[config.mk]
export PLATFORM = sky130hd
export DESIGN_NAME = i2c_data_timing
export DESIGN_NICKNAME = d
export VERILOG_FILES = /design/src/pkg/i2c_timing_pkg.sv /design/src/hw/sync_filter.sv /design/src/hw/skid_buffer.sv /design/src/hw/i2c_data_timing.sv
export SDC_FILE = /design/constraint.sdc
export NUM_CORES = 1
export LEC_CHECK = 0
export BUFFER_PORTS_ARGS = -buffer_cell sky130_fd_sc_hd__clkbuf_2
export CORE_MARGIN = 2
export CORE_UTILIZATION = 30
export CTS_CLUSTER_SIZE = 28
export DETAILED_ROUTE_END_ITERATION = 10
export HOLD_SLACK_MARGIN = 0.05
export MAX_ROUTING_LAYER = met4
export PLACE_DENSITY = 0.56
export SLEW_MARGIN = 25
export SYNTH_ARGS = -nofsm -noshare
export SYNTH_HDL_FRONTEND = slang
export SYNTH_SLANG_ARGS = --single-unit
[constraint.sdc]
create_clock -name mclk_i -period 8.8 [get_ports mclk_i]
set_clock_uncertainty 0.2 [all_clocks]
set_input_delay 0 -clock mclk_i [delete_from_list [all_inputs] [get_ports mclk_i]]
set_output_delay 0 -clock mclk_i [all_outputs]
set_load 0.05 [all_outputs]
[src/pkg/i2c_timing_pkg.sv]
// shared constants for the i2c data timing and address accept block
package i2c_timing_pkg;
    // ==========================================
    // field widths
    localparam int TIMING_PRESCALER_W = 4;
    localparam int HOLD_W = 4;
    localparam int SETUP_W = 4;
    localparam int DNF_W = 4;
    // ==========================================
    // synchroniser and fixed latencies in kernel cycles
    localparam int SYNC_STAGES = 2;
    localparam int HOLD_EXTRA_CYCLES = 1;
    // ==========================================
    // clock figures
    localparam int CLK_PERIOD_NS = 20;
    localparam int CLK_MHZ = 1000 / CLK_PERIOD_NS;
    // ==========================================
    // special address headers, upper seven bits, broadcast as a full byte
    localparam logic [6:0] ADDR_ALERT_RESP = 7'h0C;
    localparam logic [6:0] ADDR_DEV_DEFAULT = 7'h61;
    localparam logic [6:0] ADDR_HOST = 7'h08;
    localparam logic [7:0] ADDR_BROADCAST = 8'h00;
    // ==========================================
    // reset values of every enable and of the filter counter
    localparam logic CFG_RESET = 1'b0;
    localparam logic [3:0] CNT_RESET = 4'h0;
    // ==========================================
    // buffer geometry
    localparam int BUF_DEPTH = 2;
    localparam int BUF_W = 8;
    // sequencer states
    typedef enum logic [1:0] {
        ST_IDLE  = 2'b00,
        ST_HOLD  = 2'b01,
        ST_WAIT  = 2'b10,
        ST_SETUP = 2'b11
    } seq_state_t;
endpackage : i2c_timing_pkg

[src/hw/sync_filter.sv]
// two-stage synchroniser followed by a programmable digital filter
`timescale 1ns/1ps
`default_nettype none
module sync_filter
    import i2c_timing_pkg::*;
(
    // clock and reset
    input wire logic mclk_i,
    input wire logic rst_n_i,
    // pin and filter length
    input wire logic pin_i,
    input wire logic [DNF_W-1:0] noise_filter_length_i,
    // filtered level
    output logic level_o
);
    logic meta_reg;
    logic sync_reg;
    logic [DNF_W-1:0] cnt_reg;

    always_ff @(posedge mclk_i) begin
        if (!rst_n_i) begin
            meta_reg <= 1'b1;
            sync_reg <= 1'b1;
        end else begin
            meta_reg <= pin_i;
            sync_reg <= meta_reg;
        end
    end

    always_ff @(posedge mclk_i) begin
        if (!rst_n_i) begin
            level_o <= 1'b1;
            cnt_reg <= CNT_RESET;
        end else if (sync_reg == level_o) begin
            cnt_reg <= CNT_RESET;
        end else if (cnt_reg >= noise_filter_length_i) begin
            level_o <= sync_reg;
            cnt_reg <= CNT_RESET;
        end else begin
            cnt_reg <= cnt_reg + 4'h1;
        end
    end
endmodule : sync_filter
`default_nettype wire

[src/hw/skid_buffer.sv]
// two-entry valid/ready buffer for transmit bytes
`timescale 1ns/1ps
`default_nettype none
module skid_buffer #(
    parameter int WIDTH = 8
) (
    // clock and reset
    input wire logic mclk_i,
    input wire logic rst_n_i,
    // filling side
    input wire logic in_valid_i,
    output logic in_ready_o,
    input wire logic [WIDTH-1:0] in_data_i,
    // draining side
    output logic out_valid_o,
    input wire logic out_ready_i,
    output logic [WIDTH-1:0] out_data_o
);
    logic [WIDTH-1:0] mem_reg [2];
    logic wr_reg;
    logic rd_reg;
    logic [1:0] cnt_reg;
    logic push;
    logic pop;

    // handshake terms
    assign in_ready_o = (cnt_reg != 2'h2);
    assign out_valid_o = (cnt_reg != 2'h0);
    assign push = in_valid_i && in_ready_o;
    assign pop = out_valid_o && out_ready_i;
    assign out_data_o = mem_reg[rd_reg];

    // storage and pointers
    always_ff @(posedge mclk_i) begin
        if (!rst_n_i) begin
            wr_reg <= 1'b0;
            rd_reg <= 1'b0;
            cnt_reg <= 2'h0;
            mem_reg[0] <= '0;
            mem_reg[1] <= '0;
        end else begin
            if (push) begin
                mem_reg[wr_reg] <= in_data_i;
                wr_reg <= ~wr_reg;
            end
            if (pop) begin
                rd_reg <= ~rd_reg;
            end
            cnt_reg <= cnt_reg + {1'b0, push} - {1'b0, pop};
        end
    end
endmodule : skid_buffer
`default_nettype wire

[src/hw/i2c_data_timing.sv]
// data hold and setup timing plus special address acceptance
//
// Function
// - hold delay before driving data after fall
// - clock synchroniser adds two to three cycles
// - noise filter delays by length cycles
// - hold clock low for setup time
// - stretch clock low to meet setup
// - checksum enable stored and read back, no checksum calculation here
// - absent features read zero, ignore writes
// - device alert drives pin, accepts header
// - host alert selects pin; else gpio free
// - default address accepted when enabled
// - host address accepted when enabled
// - broadcast call accepted when enabled
// - wakeup settable only with zero filter
// - stretch disable writable only when disabled
// - slave byte control enable in slave
`timescale 1ns/1ps
`default_nettype none
module i2c_data_timing
    import i2c_timing_pkg::*;
#(
    parameter bit HAS_SMBUS = 1'b1,
    parameter bit HAS_WAKEUP = 1'b1
) (
    // clock and reset
    input wire logic mclk_i,
    input wire logic rst_n_i,
    // timing settings
    input wire logic [TIMING_PRESCALER_W-1:0] timing_prescaler_i,
    input wire logic [HOLD_W-1:0] hold_delay_count_i,
    input wire logic [SETUP_W-1:0] setup_delay_count_i,
    input wire logic [DNF_W-1:0] noise_filter_length_i,
    // configuration write port
    input wire logic cfg_we_i,
    input wire logic checksum_enable_i,
    input wire logic alert_enable_i,
    input wire logic default_addr_enable_i,
    input wire logic host_addr_enable_i,
    input wire logic broadcast_call_enable_i,
    input wire logic stop_wakeup_enable_i,
    input wire logic stretch_disable_i,
    input wire logic slave_byte_ctrl_i,
    input wire logic peripheral_enable_i,
    input wire logic slave_role_i,
    // configuration readback
    output logic checksum_enable_o,
    output logic alert_enable_o,
    output logic default_addr_enable_o,
    output logic host_addr_enable_o,
    output logic broadcast_call_enable_o,
    output logic stop_wakeup_enable_o,
    output logic stretch_disable_o,
    output logic slave_byte_ctrl_o,
    // transmit data stream
    input wire logic tx_valid_i,
    output logic tx_ready_o,
    input wire logic [BUF_W-1:0] tx_data_i,
    output logic [BUF_W-1:0] tx_byte_o,
    // address check
    input wire logic [7:0] addr_byte_i,
    output logic addr_match_o,
    // bus pins, oe low means driving
    input wire logic scl_i,
    output logic scl_o,
    output logic scl_oe_n_o,
    output logic sda_o,
    output logic sda_oe_n_o,
    output logic alert_pin_o,
    output logic alert_pin_oe_n_o,
    output logic alert_gpio_free_o,
    output logic alert_input_en_o,
    // timing status
    output logic data_driven_o,
    output logic setup_done_o
);
    // ==========================================
    // configuration register
    logic chk_reg;
    logic alrt_reg;
    logic ddef_reg;
    logic host_reg;
    logic bcast_reg;
    logic wup_reg;
    logic nostr_reg;
    logic sbc_reg;

    always_ff @(posedge mclk_i) begin
        if (!rst_n_i) begin
            chk_reg <= CFG_RESET;
            alrt_reg <= CFG_RESET;
            ddef_reg <= CFG_RESET;
            host_reg <= CFG_RESET;
            bcast_reg <= CFG_RESET;
            wup_reg <= CFG_RESET;
            nostr_reg <= CFG_RESET;
            sbc_reg <= CFG_RESET;
        end else if (cfg_we_i) begin
            chk_reg <= checksum_enable_i & HAS_SMBUS;
            alrt_reg <= alert_enable_i & HAS_SMBUS;
            ddef_reg <= default_addr_enable_i & HAS_SMBUS;
            host_reg <= host_addr_enable_i & HAS_SMBUS;
            bcast_reg <= broadcast_call_enable_i;
            if (noise_filter_length_i == CNT_RESET || !stop_wakeup_enable_i) begin
                wup_reg <= stop_wakeup_enable_i & HAS_WAKEUP;
            end
            if (!peripheral_enable_i) begin
                nostr_reg <= stretch_disable_i;
            end
            sbc_reg <= slave_byte_ctrl_i;
        end
    end

    // readback of stored settings
    assign checksum_enable_o = chk_reg;
    assign alert_enable_o = alrt_reg;
    assign default_addr_enable_o = ddef_reg;
    assign host_addr_enable_o = host_reg;
    assign broadcast_call_enable_o = bcast_reg;
    assign stop_wakeup_enable_o = wup_reg;
    assign stretch_disable_o = nostr_reg;
    assign slave_byte_ctrl_o = sbc_reg;

    // ==========================================
    // alert pin and address match
    logic dev_role;
    assign dev_role = !host_reg;
    assign alert_pin_o = 1'b0;
    assign alert_pin_oe_n_o = !(alrt_reg && dev_role);
    // host alert input and gpio release
    assign alert_input_en_o = alrt_reg && host_reg;
    assign alert_gpio_free_o = !alrt_reg;

    always_ff @(posedge mclk_i) begin
        if (!rst_n_i) begin
            addr_match_o <= 1'b0;
        end else begin
            addr_match_o <= (alrt_reg && dev_role && addr_byte_i[7:1] == ADDR_ALERT_RESP)
                || (ddef_reg && addr_byte_i[7:1] == ADDR_DEV_DEFAULT)
                || (host_reg && addr_byte_i[7:1] == ADDR_HOST)
                || (bcast_reg && addr_byte_i == ADDR_BROADCAST);
        end
    end

    // ==========================================
    // clock input conditioning
    logic scl_flt;
    logic scl_prev_reg;
    logic scl_fall;

    sync_filter u_scl_filter (
        .mclk_i(mclk_i),
        .rst_n_i(rst_n_i),
        .pin_i(scl_i),
        .noise_filter_length_i(noise_filter_length_i),
        .level_o(scl_flt)
    );

    always_ff @(posedge mclk_i) begin
        if (!rst_n_i) begin
            scl_prev_reg <= 1'b1;
        end else begin
            scl_prev_reg <= scl_flt;
        end
    end
    assign scl_fall = scl_prev_reg && !scl_flt;

    // ==========================================
    // transmit buffer
    logic buf_valid;
    logic buf_ready;
    logic [BUF_W-1:0] buf_data;

    skid_buffer #(.WIDTH(BUF_W)) u_tx_buf (
        .mclk_i(mclk_i),
        .rst_n_i(rst_n_i),
        .in_valid_i(tx_valid_i),
        .in_ready_o(tx_ready_o),
        .in_data_i(tx_data_i),
        .out_valid_o(buf_valid),
        .out_ready_i(buf_ready),
        .out_data_o(buf_data)
    );

    // ==========================================
    // prescaler tick
    logic [TIMING_PRESCALER_W-1:0] pre_reg;
    logic tick;
    logic pre_run;
    assign tick = pre_run && (pre_reg == timing_prescaler_i);

    always_ff @(posedge mclk_i) begin
        if (!rst_n_i || !pre_run) begin
            pre_reg <= '0;
        end else if (tick) begin
            pre_reg <= '0;
        end else begin
            pre_reg <= pre_reg + 4'h1;
        end
    end

    // ==========================================
    // hold and setup sequencer
    seq_state_t state_reg;
    logic [SETUP_W:0] cnt_reg;
    logic stretch_ok;
    assign stretch_ok = !(nostr_reg && slave_role_i);
    // prescaler idles in the extra hold cycle so setup starts on a fresh period
    assign pre_run = (state_reg == ST_HOLD && cnt_reg != '0) || (state_reg == ST_SETUP);
    // pop on the extra hold cycle, or as soon as a stretched wait sees data
    assign buf_ready = buf_valid && ((state_reg == ST_HOLD && cnt_reg == '0)
        || state_reg == ST_WAIT);

    always_ff @(posedge mclk_i) begin
        if (!rst_n_i) begin
            state_reg <= ST_IDLE;
            cnt_reg <= '0;
        end else begin
            case (state_reg)
                ST_IDLE: begin
                    if (scl_fall) begin
                        // one kernel cycle then hold count ticks
                        state_reg <= ST_HOLD;
                        cnt_reg <= {1'b0, hold_delay_count_i};
                    end
                end
                ST_HOLD: begin
                    if (cnt_reg != '0) begin
                        if (tick) begin
                            cnt_reg <= cnt_reg - 5'h01;
                        end
                    end else begin
                        // count spent: one more kernel cycle, then data
                        // wait for data when stretching
                        state_reg <= (buf_valid || !stretch_ok) ? ST_SETUP : ST_WAIT;
                        cnt_reg <= {1'b0, setup_delay_count_i} + 5'h01;
                    end
                end
                ST_WAIT: begin
                    if (buf_valid) begin
                        state_reg <= ST_SETUP;
                    end
                end
                ST_SETUP: begin
                    if (tick) begin
                        if (cnt_reg == 5'h01) begin
                            state_reg <= ST_IDLE;
                            cnt_reg <= '0;
                        end else begin
                            cnt_reg <= cnt_reg - 5'h01;
                        end
                    end
                end
                default: state_reg <= ST_IDLE;
            endcase
        end
    end

    // driven data byte and setup pulse
    always_ff @(posedge mclk_i) begin
        if (!rst_n_i) begin
            tx_byte_o <= '1; // data line released after reset
            data_driven_o <= 1'b0;
            setup_done_o <= 1'b0;
        end else begin
            data_driven_o <= buf_ready;
            if (buf_ready) begin
                tx_byte_o <= buf_data;
            end
            setup_done_o <= (state_reg == ST_SETUP) && tick && cnt_reg == 5'h01;
        end
    end

    // clock held low while waiting or in setup
    assign scl_o = 1'b0;
    assign scl_oe_n_o = !(stretch_ok && (state_reg == ST_WAIT || state_reg == ST_SETUP));
    assign sda_o = tx_byte_o[7];
    assign sda_oe_n_o = tx_byte_o[7];

    // ==========================================
    // checks
    chk_lock_stretch: assert property (@(posedge mclk_i) disable iff (!rst_n_i)
        peripheral_enable_i |=> $stable(nostr_reg)) else $error("stretch bit changed");
    chk_wakeup_filter: assert property (@(posedge mclk_i) disable iff (!rst_n_i)
        $rose(wup_reg) |-> $past(noise_filter_length_i) == 4'h0)
        else $error("wakeup set with filter");
    chk_smbus_absent: assert property (@(posedge mclk_i) disable iff (!rst_n_i)
        !HAS_SMBUS |-> !(chk_reg || alrt_reg || ddef_reg || host_reg))
        else $error("smbus bit set");
    chk_alert_drive: assert property (@(posedge mclk_i) disable iff (!rst_n_i)
        alrt_reg && !host_reg |-> !alert_pin_oe_n_o) else $error("alert not driven");
    chk_bcast_match: assert property (@(posedge mclk_i) disable iff (!rst_n_i)
        addr_byte_i == 8'h00 |=> addr_match_o == $past(bcast_reg))
        else $error("broadcast match wrong");
    chk_hold_entry: assert property (@(posedge mclk_i) disable iff (!rst_n_i)
        state_reg == ST_IDLE && scl_fall |=> state_reg == ST_HOLD)
        else $error("hold not started");
    chk_sync_delay: assert property (@(posedge mclk_i) disable iff (!rst_n_i)
        noise_filter_length_i == 4'h0 && $fell(scl_flt) |-> $past(scl_i, 3) == 1'b0)
        else $error("sync latency wrong");
    chk_wait_pop: assert property (@(posedge mclk_i) disable iff (!rst_n_i)
        state_reg == ST_WAIT && buf_valid |=> data_driven_o) else $error("wait byte not taken");
    chk_setup_low: assert property (@(posedge mclk_i) disable iff (!rst_n_i)
        state_reg == ST_SETUP && stretch_ok |-> !scl_oe_n_o) else $error("scl released early");
    chk_reset_clear: assert property (@(posedge mclk_i)
        !rst_n_i |=> !chk_reg && !bcast_reg && !sbc_reg) else $error("enable not cleared");
    cov_hold_setup: cover property (@(posedge mclk_i) disable iff (!rst_n_i) setup_done_o);
    cov_wait_data: cover property (@(posedge mclk_i) disable iff (!rst_n_i)
        state_reg == ST_WAIT ##1 state_reg == ST_SETUP);
    cov_addr_hit: cover property (@(posedge mclk_i) disable iff (!rst_n_i) addr_match_o);
endmodule : i2c_data_timing
`default_nettype wire

Word level (Yosys, flattened, before mapping)

Memory sizes are Yosys's and may differ from the RTL's. A register that Yosys moved wholly into a read port is not among the register bits.
Index checks and enable logic that the tools add are counted.

Latch bits: 0
Output and inout bits: 28
Memory bits (read-only): 0
Input bits: 47
RAM bits: 16
Register bits: 34
Logic and storage cells: 122
Memories: 1

$mul: 0
Div/mod/pow operators: 0
Order comparisons: 1
Bitwise logic cells: 5
Reduce and logical (&&, ||, !) cells: 51
Muxes and demuxes: 20
Eq/ne operators: 16
Shift operators: 0
Add/sub/neg operators: 6

Memory list:

| name             | words | bits a word | read ports | clocked after Yosys merged registers in | wr ports | RTL line          | source |
|---|---|---|---|---|---|---|---|
| u_tx_buf.mem_reg | 2     | 8           | 1          | 1                                       | 2        | skid_buffer.sv:19 | `logic [WIDTH-1:0] mem_reg [2];` |

Operators with widths:

| operator            | number |
|---|---|
| $mux 5              | 5 |
| $logic_and 1x1->1   | 17 |
| $pmux 5 s3          | 1 |
| $eq 7x4->1 const B  | 2 |
| $logic_not 1->1     | 10 |
| $mux 2              | 5 |
| $ne 2x2->1 const B  | 5 |
| $logic_or 1x1->1    | 9 |
| $add 4x1->4 const B | 2 |
| $logic_not 8->1     | 1 |
| $mux 8              | 1 |
| $pmux 2 s4          | 1 |
| $reduce_or 8->1     | 1 |
| $eq 7x7->1 const B  | 1 |
| $mux 1              | 7 |
| $reduce_and 2->1    | 3 |
| $add 4x1->5 const B | 1 |
| $eq 5x1->1 const B  | 1 |
| $logic_not 5->1     | 1 |
| $not 1->1           | 5 |
| $reduce_and 5->1    | 1 |
| $reduce_bool 5->1   | 1 |
| $sub 5x1->5 const B | 1 |
| $eq 2x2->1 const B  | 2 |
| 15 further kinds    | 15 |

Depth between registers and ports, before layout

Gate-level depths: netlist of run 1.

Word-level depth: 7
Mapped depth: 13
Depth with buffers taken out: 12

Modules after synthesis

A second synthesis of run 1 with hierarchy kept.

Cell total of the unflattened synthesis: 302
Area total of the unflattened synthesis: 2924.1 um^2

By module, submodules not included:

| module          | instances | area each (um^2) | sequential area each (um^2) | cells an instance |
|---|---|---|---|---|
| i2c_data_timing | 1         | 1655.3           | 620.6                       | 191 |
| skid_buffer     | 1         | 927.1            | 580.6                       | 76 |
| sync_filter     | 1         | 341.6            | 140.1                       | 35 |

Least setup slack after synthesis of run 1

No wires, ideal clock.

Path kind: reg2reg
From: reg state_reg[1]
To: reg u_tx_buf.cnt_reg[1]
Stages on the path, launching flop included: 14
Data required time: 8.472 ns
Clock period less this slack: 2.867 ns
Library setup time: 0.128 ns
Slack: 5.933 ns
Arrival time: 2.539 ns
Buffers on the path: 1
Cell sequence: dfxtp_1 > inv_1 > ha_1 > inv_1 > nor2_1 > o22ai_1 > clkbuf_1 > inv_1 > ha_1 > inv_1 > ha_1 > xor2_1 > xnor2_1 > nor2_1

Word-level cells in the longest chain between the ends: 6
Elaborated cells on any way between the ends: 7
Those cells by class: add/sub: 1; eq/ne: 2; reduce/logical: 4

Ends and longest elaborated chain:

| what                   | RTL line               | source |
|---|---|---|
| start, declared        | i2c_data_timing.sv:205 | `seq_state_t state_reg;` |
| start signal, assigned | i2c_data_timing.sv:236 | `state_reg <= (buf_valid \|\| !stretch_ok) ? ST_SETUP : ST_WAIT;` |
| $eq 2x1->1             | i2c_data_timing.sv:212 | `assign buf_ready = buf_valid && ((state_reg == ST_HOLD && cnt_reg == '0)` |
| $logic_and 1x1->1      | i2c_data_timing.sv:212 |  |
| $logic_or 1x1->1 *     | i2c_data_timing.sv:213 | `\|\| state_reg == ST_WAIT);` |
| $logic_and 1x1->1 *    | i2c_data_timing.sv:212 |  |
| via buf_ready          | i2c_data_timing.sv:172 | `logic buf_ready;` |
| $logic_and 1x1->1 *    | skid_buffer.sv:30      | `assign pop = out_valid_o && out_ready_i;` |
| $sub 2x1->2 *          | skid_buffer.sv:49      | `cnt_reg <= cnt_reg + {1'b0, push} - {1'b0, pop};` |
| end signal, assigned   | skid_buffer.sv:49      |  |
| end, declared          | skid_buffer.sv:22      | `logic [1:0] cnt_reg;` |

The timed path passes the listed nets; every way through them passes the cells marked *.
A chain may end at the register's enable or synchronous reset.

Worst setup path after layout of run 1

From: reg cnt_reg[0]
To: reg u_tx_buf.cnt_reg[1]

Word-level cells in the longest chain between the ends: 6

Ends and longest elaborated chain:

| what                   | RTL line               | source |
|---|---|---|
| start, declared        | i2c_data_timing.sv:206 | `logic [SETUP_W:0] cnt_reg;` |
| start signal, assigned | i2c_data_timing.sv:225 | `cnt_reg <= {1'b0, hold_delay_count_i};` |
| start signal, assigned | i2c_data_timing.sv:231 | `cnt_reg <= cnt_reg - 5'h01;` |
| start signal, assigned | i2c_data_timing.sv:237 | `cnt_reg <= {1'b0, setup_delay_count_i} + 5'h01;` |
| $logic_not 5->1        | i2c_data_timing.sv:212 |  |
| $logic_and 1x1->1      | i2c_data_timing.sv:212 |  |
| $logic_or 1x1->1       | i2c_data_timing.sv:213 |  |
| $logic_and 1x1->1      | i2c_data_timing.sv:212 |  |
| via buf_ready          | i2c_data_timing.sv:172 |  |
| $logic_and 1x1->1      | skid_buffer.sv:30      |  |
| $sub 2x1->2            | skid_buffer.sv:49      |  |

The timed path passes the listed nets, and every way through them passes these cells.

==> results of run 1 <==
==> cell usage in the layout, fill, tap and decap left out, drive strengths merged, types with 3 or more instances in the layout <==
| cell type | instances |
|---|---|
| nand3 | 7 |
| nand2 | 16 |
| a2111oi | 3 |
| o21ai | 8 |
| clkbuf | 81 |
| a211oi | 6 |
| dfxtp | 42 |
| and2 | 23 |
| edfxtp | 16 |
| mux2i | 16 |
| nor4 | 3 |
| inv | 20 |
| o211ai | 8 |
| nand2b | 9 |
| a21oi | 5 |
| buf | 3 |
| dlygate4sd3 | 43 |
| nor3 | 5 |
| nor2 | 26 |
| ha | 17 |
| xnor2 | 11 |
| xor2 | 7 |
| o41ai | 3 |
==> cell families (layout without fill, tap and decap cells) <==
family	after synthesis	after routing	share of synthesized area (%)
and+or+nand+nor	98	98	18.2
other	1	2	0.131
AOI/OAI and AO/OA	42	42	11.8
buffers and inverters	33	153	5.10
muxes	17	17	5.97
adders and majority gates	17	17	7.40
DFF	58	58	46.0
xor gates and xnor gates	18	18	5.49
==> area by class of cell <==
class,instances,area share (%)
clock inverter,7,2.53
multi-input combinational,194,35.2
tap,129,4.03
sequential,58,33.0
timing repair buffer,118,20.3
inverter,19,1.78
clock buffer,9,3.10
==> routing by layer <==
metal  vias to the layer above  GRT usage [%]  wire, µm
met3                        10           2.74       207
met1                      1115           15.1      2890
met2                        49           22.6      3120
li1                       1219              -         -
met5                         -              -         0
met4                         0           7.59       153
==> worst min-delay path, stage by stage <==
cell and delay (ps):
clkbuf_2 80, xnor2_1 60, nand4_1 190, a2111oi_4 120, o21ai_1 70, a221oi_1 90
==> Yosys cell counts, drive strengths merged (8+ instances only) <==
master,n
dfxtp,42
nor2,26
and2,23
inv,19
ha,17
edfxtp,16
mux2i,16
nand2,16
xnor2,11
nand2b,9
clkbuf,8
o211ai,8
o21ai,8
==> how the worst max path moves through the flow <==
stage,startpoint,to,slack (ps),cells after the start
2_1_floorplan,state_reg[1],u_tx_buf.cnt_reg[1],5930,13
3_3_place_gp,cnt_reg[0],u_tx_buf.cnt_reg[1],6150,13
3_5_place_dp,cnt_reg[0],u_tx_buf.cnt_reg[1],6100,13
4_1_cts,cnt_reg[0],u_tx_buf.cnt_reg[1],6090,13
5_1_grt,state_reg[1],u_tx_buf.cnt_reg[1],5860,13
6_report,cnt_reg[0],u_tx_buf.cnt_reg[1],6120,13
==> where the power goes <==
part           leakage, nW  switching (mW)  internal (mW)
Sequential           0.512          0.0251          0.311
Clock                0.106           0.118          0.161
Combinational         1.14           0.161          0.108
==> stage by stage <==
stage               util, %  cell area (µm²)  power (mW)  hold slack (ps)  instances
finish                 43.1             4000       0.885              112        534
CTS                    43.1             4000       0.900             99.3        534
global placement       36.0             3350       0.594            -34.1        475
global route           43.1             4000       0.940              134        534
detailed placement     36.0             3350       0.597            -30.5        475
floorplan                 -             2880       0.537             -123        285
==> metrics.cfg, run 1 <==
[status]
status = completed

[clock_network]
clkLatencyLatePin_ps = 340
cts_buffers = 9
path_clk_slew_ps = 70
root_buffer = clkbuf_8
cts_max_level = 3
cts_tree = built
postCtsHoldBufs = 43
post_cts_buffers = 0
post_cts_resized = 0
cts_num_sinks = 58
clockBufferDepth = 2

[placement]
dp_hpwl_um = 4440
io_buffers = 72
pre_cts_slack_ps = 6100
gp_congestion = 0.812

[drt]
wl_um = 6370
remaining_drc_errors = 0
initialDrtViolationCount = 65
viasPerCell = 4.48
via_count = 2393
dr.pass1.iters = 4
ant_nets = 0
post_drt_wl_per_cell_um = 11.9

[synth]
synth_area_leaders = dfxtp_1 (29%), edfxtp_1 (17%), ha_1 (7.4%), mux2i_1 (5.6%), and2_1 (4.8%)
ys_seq_area_share_pct = 46.0
syn_area_um2 = 2870
synth_area_per_cell_um2 = 10.1
synth_ff_type = dfxtp_1
ys_types = 47
synth.ff_latch_count = 58
yosysTopAreaCell = dfxtp_1
synth_top_area_share_pct = 29.3
yosys_warnings = 0
syn_inst = 284
async_flop_share_pct = 0
synth_edf_count = 16

[timing]
relSlewSlack_pct = 41.3
setup_viol = 0
min_period_ps = 2680
setup_slack_ps = 6120
rsz0062_at_grt = false
hold_violations = 0
post-route-period-util_pct = 30.5
worstMarginPinSlew_ps = 873
timing.fmax_ghz = 0.373
fin_setup_tns_ps = 0
drv_slew = 0

[finish]
syn_to_final_growth_pct = 39.3
n_antenna_cell = 0
multi_input_area_um2 = 1410
nets = 464
fill_cells = 937
drive_gt1_share_pct = 24.9
ff_latch_area_um2 = 1320
largest_reg_flops = 16

[floorplanning]
pin_count = 75
die_h_um = 102
initial_core_util_pct = 30.9
die_x_um = 102
core_area_um2 = 9280
std_cell_rows = 35
dieArea_um2 = 10400

[setup_path]
cp-start-kind = flip-flop
r2r_cells = 13
crit_buf_inv = 4
arrival_ps = 2710
crit_slowest_cell = or4b_1
critPathMaxStageDelay_ps = 500
regToRegSetupSlack_ps = 6120
path_class = reg -> reg
crit_fanout = 19
crit_required_ps = 8830
cpLargestDelayFamily = simple AND/OR/NAND/NOR gates
path_cells = inv_1 > ha_1 > or4b_1 > nor2_1 > o22ai_1 > buf_4 > inv_1 > ha_1 > inv_1 > ha_1 > xor2_1 > xnor2_1 > nor2_1
worstReg2RegStart = cnt_reg[0]
end_kind = flip-flop
reg2reg_to = u_tx_buf.cnt_reg[1]

[run]
cap_violations = 0

[pwr]
peakVddDrop_mv = 0.101
p_leak_nw = 1.76
p_per_area_nw_per_um2 = 221

[grt]
grt_max_degree = 22
grt_pass1_vias = 2299
grt_usage_pct = 13.5
overflow = 0
antenna_found_initial = 0
grt_pass1_wl_um = 10300

[worst_hold_path]
hold_path_depth = 6
hp-start = timing_prescaler_i[2]
hold_class = in -> reg
holdPathEnd = state_reg[0]

Note: power is estimated with default switching activity, not from simulation.
==> inputs of run 2 (changes only) <==
--- a/config.mk
+++ b/config.mk
@@ -12,7 +12,7 @@
 export DETAILED_ROUTE_END_ITERATION = 10
 export HOLD_SLACK_MARGIN = 0.05
 export MAX_ROUTING_LAYER = met4
-export PLACE_DENSITY = 0.56
+export PLACE_DENSITY = 0.58
 export SLEW_MARGIN = 25
 export SYNTH_ARGS = -nofsm -noshare
 export SYNTH_HDL_FRONTEND = slang
==> constraint.sdc (replaced) <==
create_clock -name mclk_i -period 2.2 [get_ports mclk_i]
set_clock_uncertainty 0.2 [all_clocks]
set_input_delay 0 -clock mclk_i [delete_from_list [all_inputs] [get_ports mclk_i]]
set_output_delay 0 -clock mclk_i [all_outputs]
set_load 0.05 [all_outputs]
==> run 2 against run 1 <==
The flow now finishes with violations (setup timing); non-clock buffer count up 23; sequential share of layout area down 2.1 points; clock-buffer cell count unchanged; clock power rose to 3.7 times the previous value; largest power group is now combinational cells; worst hold slack better by 17 ps; routed wire length up 3.7%; power rose to 4.2 times the previous value; core utilization up 3.0 points.
==> metrics.cfg, run 2 (synthesis gave the netlist of run 1 again) <==
[finish]
final_common_cell = clkbuf_2  ; unchanged
drive_gt1_share_pct = 31.3  ; was 24.9%
final_cell_mix = clkbuf_2 (72), dlygate4sd3_1 (48), dfxtp_1 (39)  ; was clkbuf_2 (72), dlygate4sd3_1 (43), dfxtp_1 (42)
fill_cells = 923  ; was 937
syn_to_final_growth_pct = 49.1  ; was 39.3%
final_core_util_pct = 46.1  ; was 43.1%
n_antenna_cell = 0  ; unchanged
nets = 487  ; was 464
largest_reg_flops = 16  ; unchanged

[timing]
hold_violations = 0  ; unchanged
drv_slew = 0  ; unchanged
setup_slack_ps = -77.4  ; was 6120 ps
post-route-period-util_pct = 104  ; was 30.5%
timing.fmax_ghz = 0.439  ; was 0.373 GHz
relSlewSlack_pct = 46.0  ; was 41.3%
worstMarginPinSlew_ps = 804  ; was 873 ps
rsz0062_at_grt = true  ; was false
setup_viol = 3  ; was 0
min_period_ps = 2280  ; was 2680 ps

[worst_hold_path]
hold_class = in -> reg  ; unchanged
holdPathEnd = pre_reg[1]  ; was state_reg[0]
hp-start = timing_prescaler_i[2]  ; unchanged
hold_path_depth = 5  ; was 6

[clock_network]
root_buffer = clkbuf_8  ; unchanged
path_clk_slew_ps = 70  ; about the same
cts_max_level = 3  ; unchanged
cts_num_sinks = 58  ; unchanged
cts_tree = built  ; unchanged
clkLatencyLatePin_ps = 330  ; was 340 ps
cts_buffers = 9  ; unchanged
clockBufferDepth = 2  ; unchanged

[floorplanning]
dieArea_um2 = 10400  ; unchanged
die_x_um = 102  ; unchanged
die_h_um = 102  ; unchanged
core_area_um2 = 9280  ; unchanged
initial_core_util_pct = 30.9  ; unchanged
pin_count = 75  ; unchanged
std_cell_rows = 35  ; unchanged

[drt]
post_drt_wl_per_cell_um = 11.9  ; about the same
wl_um = 6610  ; was 6370 µm
ant_nets = 0  ; unchanged
viasPerCell = 4.45  ; was 4.48
dr.pass1.iters = 5  ; was 4
initialDrtViolationCount = 90  ; was 65
remaining_drc_errors = 0  ; unchanged
via_count = 2479  ; was 2393

[pwr]
finalPower_mw = 3.74  ; was 0.885 mW
peakVddDrop_mv = 0.377  ; was 0.101 mV
p_leak_nw = 1.89  ; was 1.76 nW
p_per_area_nw_per_um2 = 873  ; was 221 nW/µm²

[placement]
dp_hpwl_um = 4710  ; was 4440 µm
gp_congestion = 0.858  ; was 0.812
io_buffers = 72  ; unchanged

[setup_path]
regToRegSetupSlack_ps = -80  ; was 6120 ps
path_class = reg -> reg  ; unchanged
crit_fanout = 2  ; was 19
reg2reg_to = u_tx_buf.cnt_reg[1]  ; unchanged
arrival_ps = 2280  ; was 2710 ps
cp-start-kind = flip-flop  ; unchanged
worstReg2RegStart = cnt_reg[0]  ; unchanged
end_kind = flip-flop  ; unchanged
crit_required_ps = 2210  ; was 8830 ps
r2r_cells = 12  ; was 13

[grt]
antenna_found_initial = 0  ; unchanged
grt_pass1_wl_um = 10900  ; was 10300 µm
grt_usage_pct = 14.0  ; was 13.5%
overflow = 0  ; unchanged
grt_pass1_vias = 2427  ; was 2299
grt_max_degree = 21  ; was 22

[status]
violations = setup timing
status = finished, violations left  ; was completed

[run]
cap_violations = 0  ; unchanged

[run 2: changes by cell type in the layout (fill, tap and decap cells not counted), moves of 3 or more]
cell           delta
inv_1             -5
buf_4            +17
ha_1              -3
inv_2             +4
dfxtp_1           -3
dlygate4sd3_1     +5
dfxtp_2           +3
ha_4              +3
clkinv_1          +3
[run 2: layer usage]
layer | wire length, µm | vias up | global-route usage (%) | share of wire [%]
li1 | - | 1267 | - | -
met1 | 3030 | 1137 | 17.1 | 46
met2 | 3200 | 63 | 22.2 | 48
met3 | 241 | 12 | 3.15 | 3.6
met4 | 137 | 0 | 6.36 | 2.1
met5 | 0 | - | - | 0
[run 2: area by class of cell]
cell class	count	area, µm²	area share [%]
multi-input cells	194	1510	35.3
inverters	19	73.8	1.72
clock inverters	7	83.8	1.96
clock buffers	9	124	2.89
well taps	129	161	3.77
flip-flops and latches	58	1330	30.9
repair buffers	141	1000	23.4
[run 2: timing repair]
action / CTS / global route
endpoints found under the setup margin: 2 / 13
hold endpoints to repair: 54 / 0
hold buffers: 48 / 0
setup buffers: 1 / 1
pin swaps: 5 / 2
gates resized for setup: 1 / 8
[run 2: where the power goes]
group	leakage, nW	switching [mW]	internal (mW)	total, mW
logic	1.27	0.746	0.609	1.36
clock network	0.102	0.415	0.624	1.04
registers	0.513	0.101	1.25	1.35
[run 2: worst max-delay path by stage]
stage	start	end	slack [ps]
floorplan	cnt_reg[1]	u_tx_buf.cnt_reg[1]	-260
global placement	cnt_reg[1]	u_tx_buf.cnt_reg[1]	-50
detailed placement	cnt_reg[1]	u_tx_buf.cnt_reg[1]	-130
CTS	cnt_reg[0]	u_tx_buf.cnt_reg[1]	-80
global route	cnt_reg[0]	u_tx_buf.cnt_reg[1]	-160
finish	cnt_reg[0]	u_tx_buf.cnt_reg[1]	-80
[run 2: worst max-delay path, stage by stage (launching register included)]
cell and delay [ps]:
dfxtp_2 320, inv_2 70, ha_4 130, or4b_4 480
nor2_4 110, o22ai_4 80, inv_4 70, ha_4 190
inv_2 60, ha_4 120, xor2_2 150, xnor2_1 130
nor2_1 50
[run 2: through the flow]
| stage | setup TNS, ps | instance area [µm²] | setup WS [ps] | hold WS [ps] | std cells |
|---|---|---|---|---|---|
| floorplan | -1190 | 2950 | -256 | -123 | 285 |
| global placement | -52.6 | 3530 | -52.6 | -35.1 | 491 |
| detailed placement | -159 | 3530 | -127 | -32.8 | 491 |
| CTS | -127 | 4240 | -79.3 | 63.3 | 556 |
| global route | -416 | 4280 | -157 | 164 | 557 |
| finish | -119 | 4280 | -77.4 | 130 | 557 |
==> inputs of run 3 (changes only) <==
==> constraint.sdc (replaced) <==
create_clock -name mclk_i -period 2.2 [get_ports mclk_i]
set_clock_uncertainty 0.2 [all_clocks]
set_input_delay 0.22 -clock mclk_i [delete_from_list [all_inputs] [get_ports mclk_i]]
set_output_delay 0.22 -clock mclk_i [all_outputs]
set_load 0.05 [all_outputs]
==> run 3 against run 2 <==
The flow still finishes with violations (setup timing); combinational power is 3% lower; die area stayed put; sequential power hardly changed; cell area is 5.4% lower; routed wire length is 5.0% lower; worst hold slack worse by 68 ps; via count is 3.8% lower; worst setup slack worse by 12 ps; core utilization is 2.5 points lower; sequential share of layout area is 1.7 points higher; final cell count is 3.9% lower; clock power is 8% higher; largest power group is now registers.
==> metrics.cfg, run 3 (synthesis gave the netlist of run 1 again) <==
[pwr]
p_leak_nw = 1.79  ; was 1.89 nW
peakVddDrop_mv = 0.314  ; was 0.377 mV
p_per_area_nw_per_um2 = 934  ; was 873 nW/µm²

[floorplanning]
initial_core_util_pct = 30.9  ; unchanged
std_cell_rows = 35  ; unchanged
core_area_um2 = 9280  ; unchanged
die_x_um = 102  ; unchanged
dieArea_um2 = 10400  ; unchanged
die_h_um = 102  ; unchanged
pin_count = 75  ; unchanged

[timing]
setup_viol = 3  ; unchanged
min_period_ps = 2290  ; was 2280 ps
relSlewSlack_pct = 47.9  ; was 46.0%
hold_violations = 0  ; unchanged
hold_slack_ps = 61.9  ; was 130 ps
drv_slew = 0  ; unchanged
worstMarginPinSlew_ps = 775  ; was 804 ps
post-route-period-util_pct = 104  ; about the same
setup_slack_ps = -89.2  ; was -77.4 ps
timing.fmax_ghz = 0.437  ; was 0.439 GHz
rsz0062_at_grt = true  ; unchanged

[clock_network]
cts_tree = built  ; unchanged
root_buffer = clkbuf_8  ; unchanged
clockBufferDepth = 2  ; unchanged
cts_max_level = 3  ; unchanged
path_clk_slew_ps = 70  ; about the same
clkLatencyLatePin_ps = 330  ; about the same
cts_num_sinks = 58  ; unchanged
cts_buffers = 9  ; unchanged

[grt]
grt_pass1_vias = 2241  ; was 2427
grt_max_degree = 22  ; was 21
antenna_found_initial = 0  ; unchanged
grt_usage_pct = 12.9  ; was 14.0%
overflow = 0  ; unchanged
grt_pass1_wl_um = 10100  ; was 10900 µm

[status]
violations = setup timing  ; unchanged
status = finished, violations left  ; unchanged

[setup_path]
crit_required_ps = 2220  ; was 2210 ps
path_class = reg -> reg  ; unchanged
arrival_ps = 2310  ; was 2280 ps
cp-start-kind = flip-flop  ; unchanged
end_kind = flip-flop  ; unchanged
crit_fanout = 3  ; was 2

[finish]
fin_cells = 535  ; was 557
final_cell_mix = clkbuf_2 (72), dfxtp_1 (40), nor2_1 (24), buf_4 (24), dlygate4sd3_1 (22)  ; was clkbuf_2 (72), dlygate4sd3_1 (48), dfxtp_1 (39)
fill_cells = 925  ; was 923
largest_reg_flops = 16  ; unchanged
syn_to_final_growth_pct = 41.0  ; was 49.1%
nets = 465  ; was 487
final_common_cell = clkbuf_2  ; unchanged
n_antenna_cell = 0  ; unchanged
drive_gt1_share_pct = 34.2  ; was 31.3%

[drt]
ant_nets = 0  ; unchanged
dr.pass1.iters = 4  ; was 5
wl_um = 6280  ; was 6610 µm
via_count = 2386  ; was 2479
remaining_drc_errors = 0  ; unchanged
post_drt_wl_per_cell_um = 11.7  ; was 11.9 µm
initialDrtViolationCount = 106  ; was 90
viasPerCell = 4.46  ; was 4.45

[placement]
io_buffers = 72  ; unchanged
dp_hpwl_um = 4660  ; was 4710 µm
gp_congestion = 0.867  ; was 0.858
post-place-cells = 494  ; was 491

[worst_hold_path]
hold_class = in -> reg  ; unchanged

[run]
cap_violations = 0  ; unchanged

run 3: cell types whose count changed in the layout (fill, tap and decap cells not counted), sizes merged:
cell	delta
dlygate4sd3	-26
buf	+4
clkinv	-1
inv	+1
run 3: per-layer routing:
metal / vias to the layer above / GRT usage, % / wire length (µm)
met4: 0 / 5.95 / 127
li1: 1221 / - / -
met3: 8 / 2.87 / 192
met5: - / - / 0
met2: 55 / 20.8 / 3030
met1: 1102 / 15.5 / 2920
run 3: where the power goes:
group          leakage (nW)  switching [mW]  total [mW]  internal [mW]
Combinational          1.17           0.737        1.32          0.584
Sequential            0.512           0.101        1.35           1.24
Clock                 0.110           0.470        1.12          0.647
Total                  1.79            1.31        3.78           2.48
run 3: area by class of cell:
cell class / count / area (µm²) / area share (%)
tap: 129 / 161 / 3.98
inverter: 19 / 73.8 / 1.82
clock buffer: 9 / 124 / 3.06
timing repair buffer: 119 / 772 / 19.1
clock inverter: 7 / 103 / 2.53
sequential: 58 / 1320 / 32.7
multi-input combinational: 194 / 1490 / 36.9
run 3: what timing repair did:
action,CTS,global route
hold buffers,22,0
endpoints found under the setup margin,2,11
endpoints found under the hold margin,26,0
pin swaps,4,9
buffers inserted,0,3
gates resized for setup,0,5
gates cloned,0,0
run 3: path summary, 6_finish.rpt:
path / from / to / slack (ps) / cells past startpoint
min reg2reg: u_scl_filter.meta_reg / u_scl_filter.sync_reg / 210 / 1
max: cnt_reg[1] / state_reg[1] / -90 / 9
max reg2reg: cnt_reg[1] / state_reg[1] / -90 / 9
min: hold_delay_count_i[2] / cnt_reg[2] / 60 / 3
run 3: metrics by stage:
step	instance area (µm²)	setup TNS, ps	utilization (%)	setup WS [ps]	power, mW
3_3_place_gp	3560	-47.5	38.3	-47.5	2.60
4_1_cts	4000	-106	43.1	-75.6	3.77
6_report	4050	-182	43.6	-89.2	3.78
3_5_place_dp	3560	-115	38.3	-83.1	2.62
5_1_grt	4050	-1110	43.6	-200	4.01
2_1_floorplan	2950	-1250	-	-256	2.25
run 3: critical path, stage by stage, from the launching register on:
cell and delay (ps):
dfxtp_2 330, inv_2 70, buf_6 110, ha_4 110, or4b_4 450, and2_4 170
a2111oi_4 320, buf_4 180, mux2i_1 180, nor2_1 60
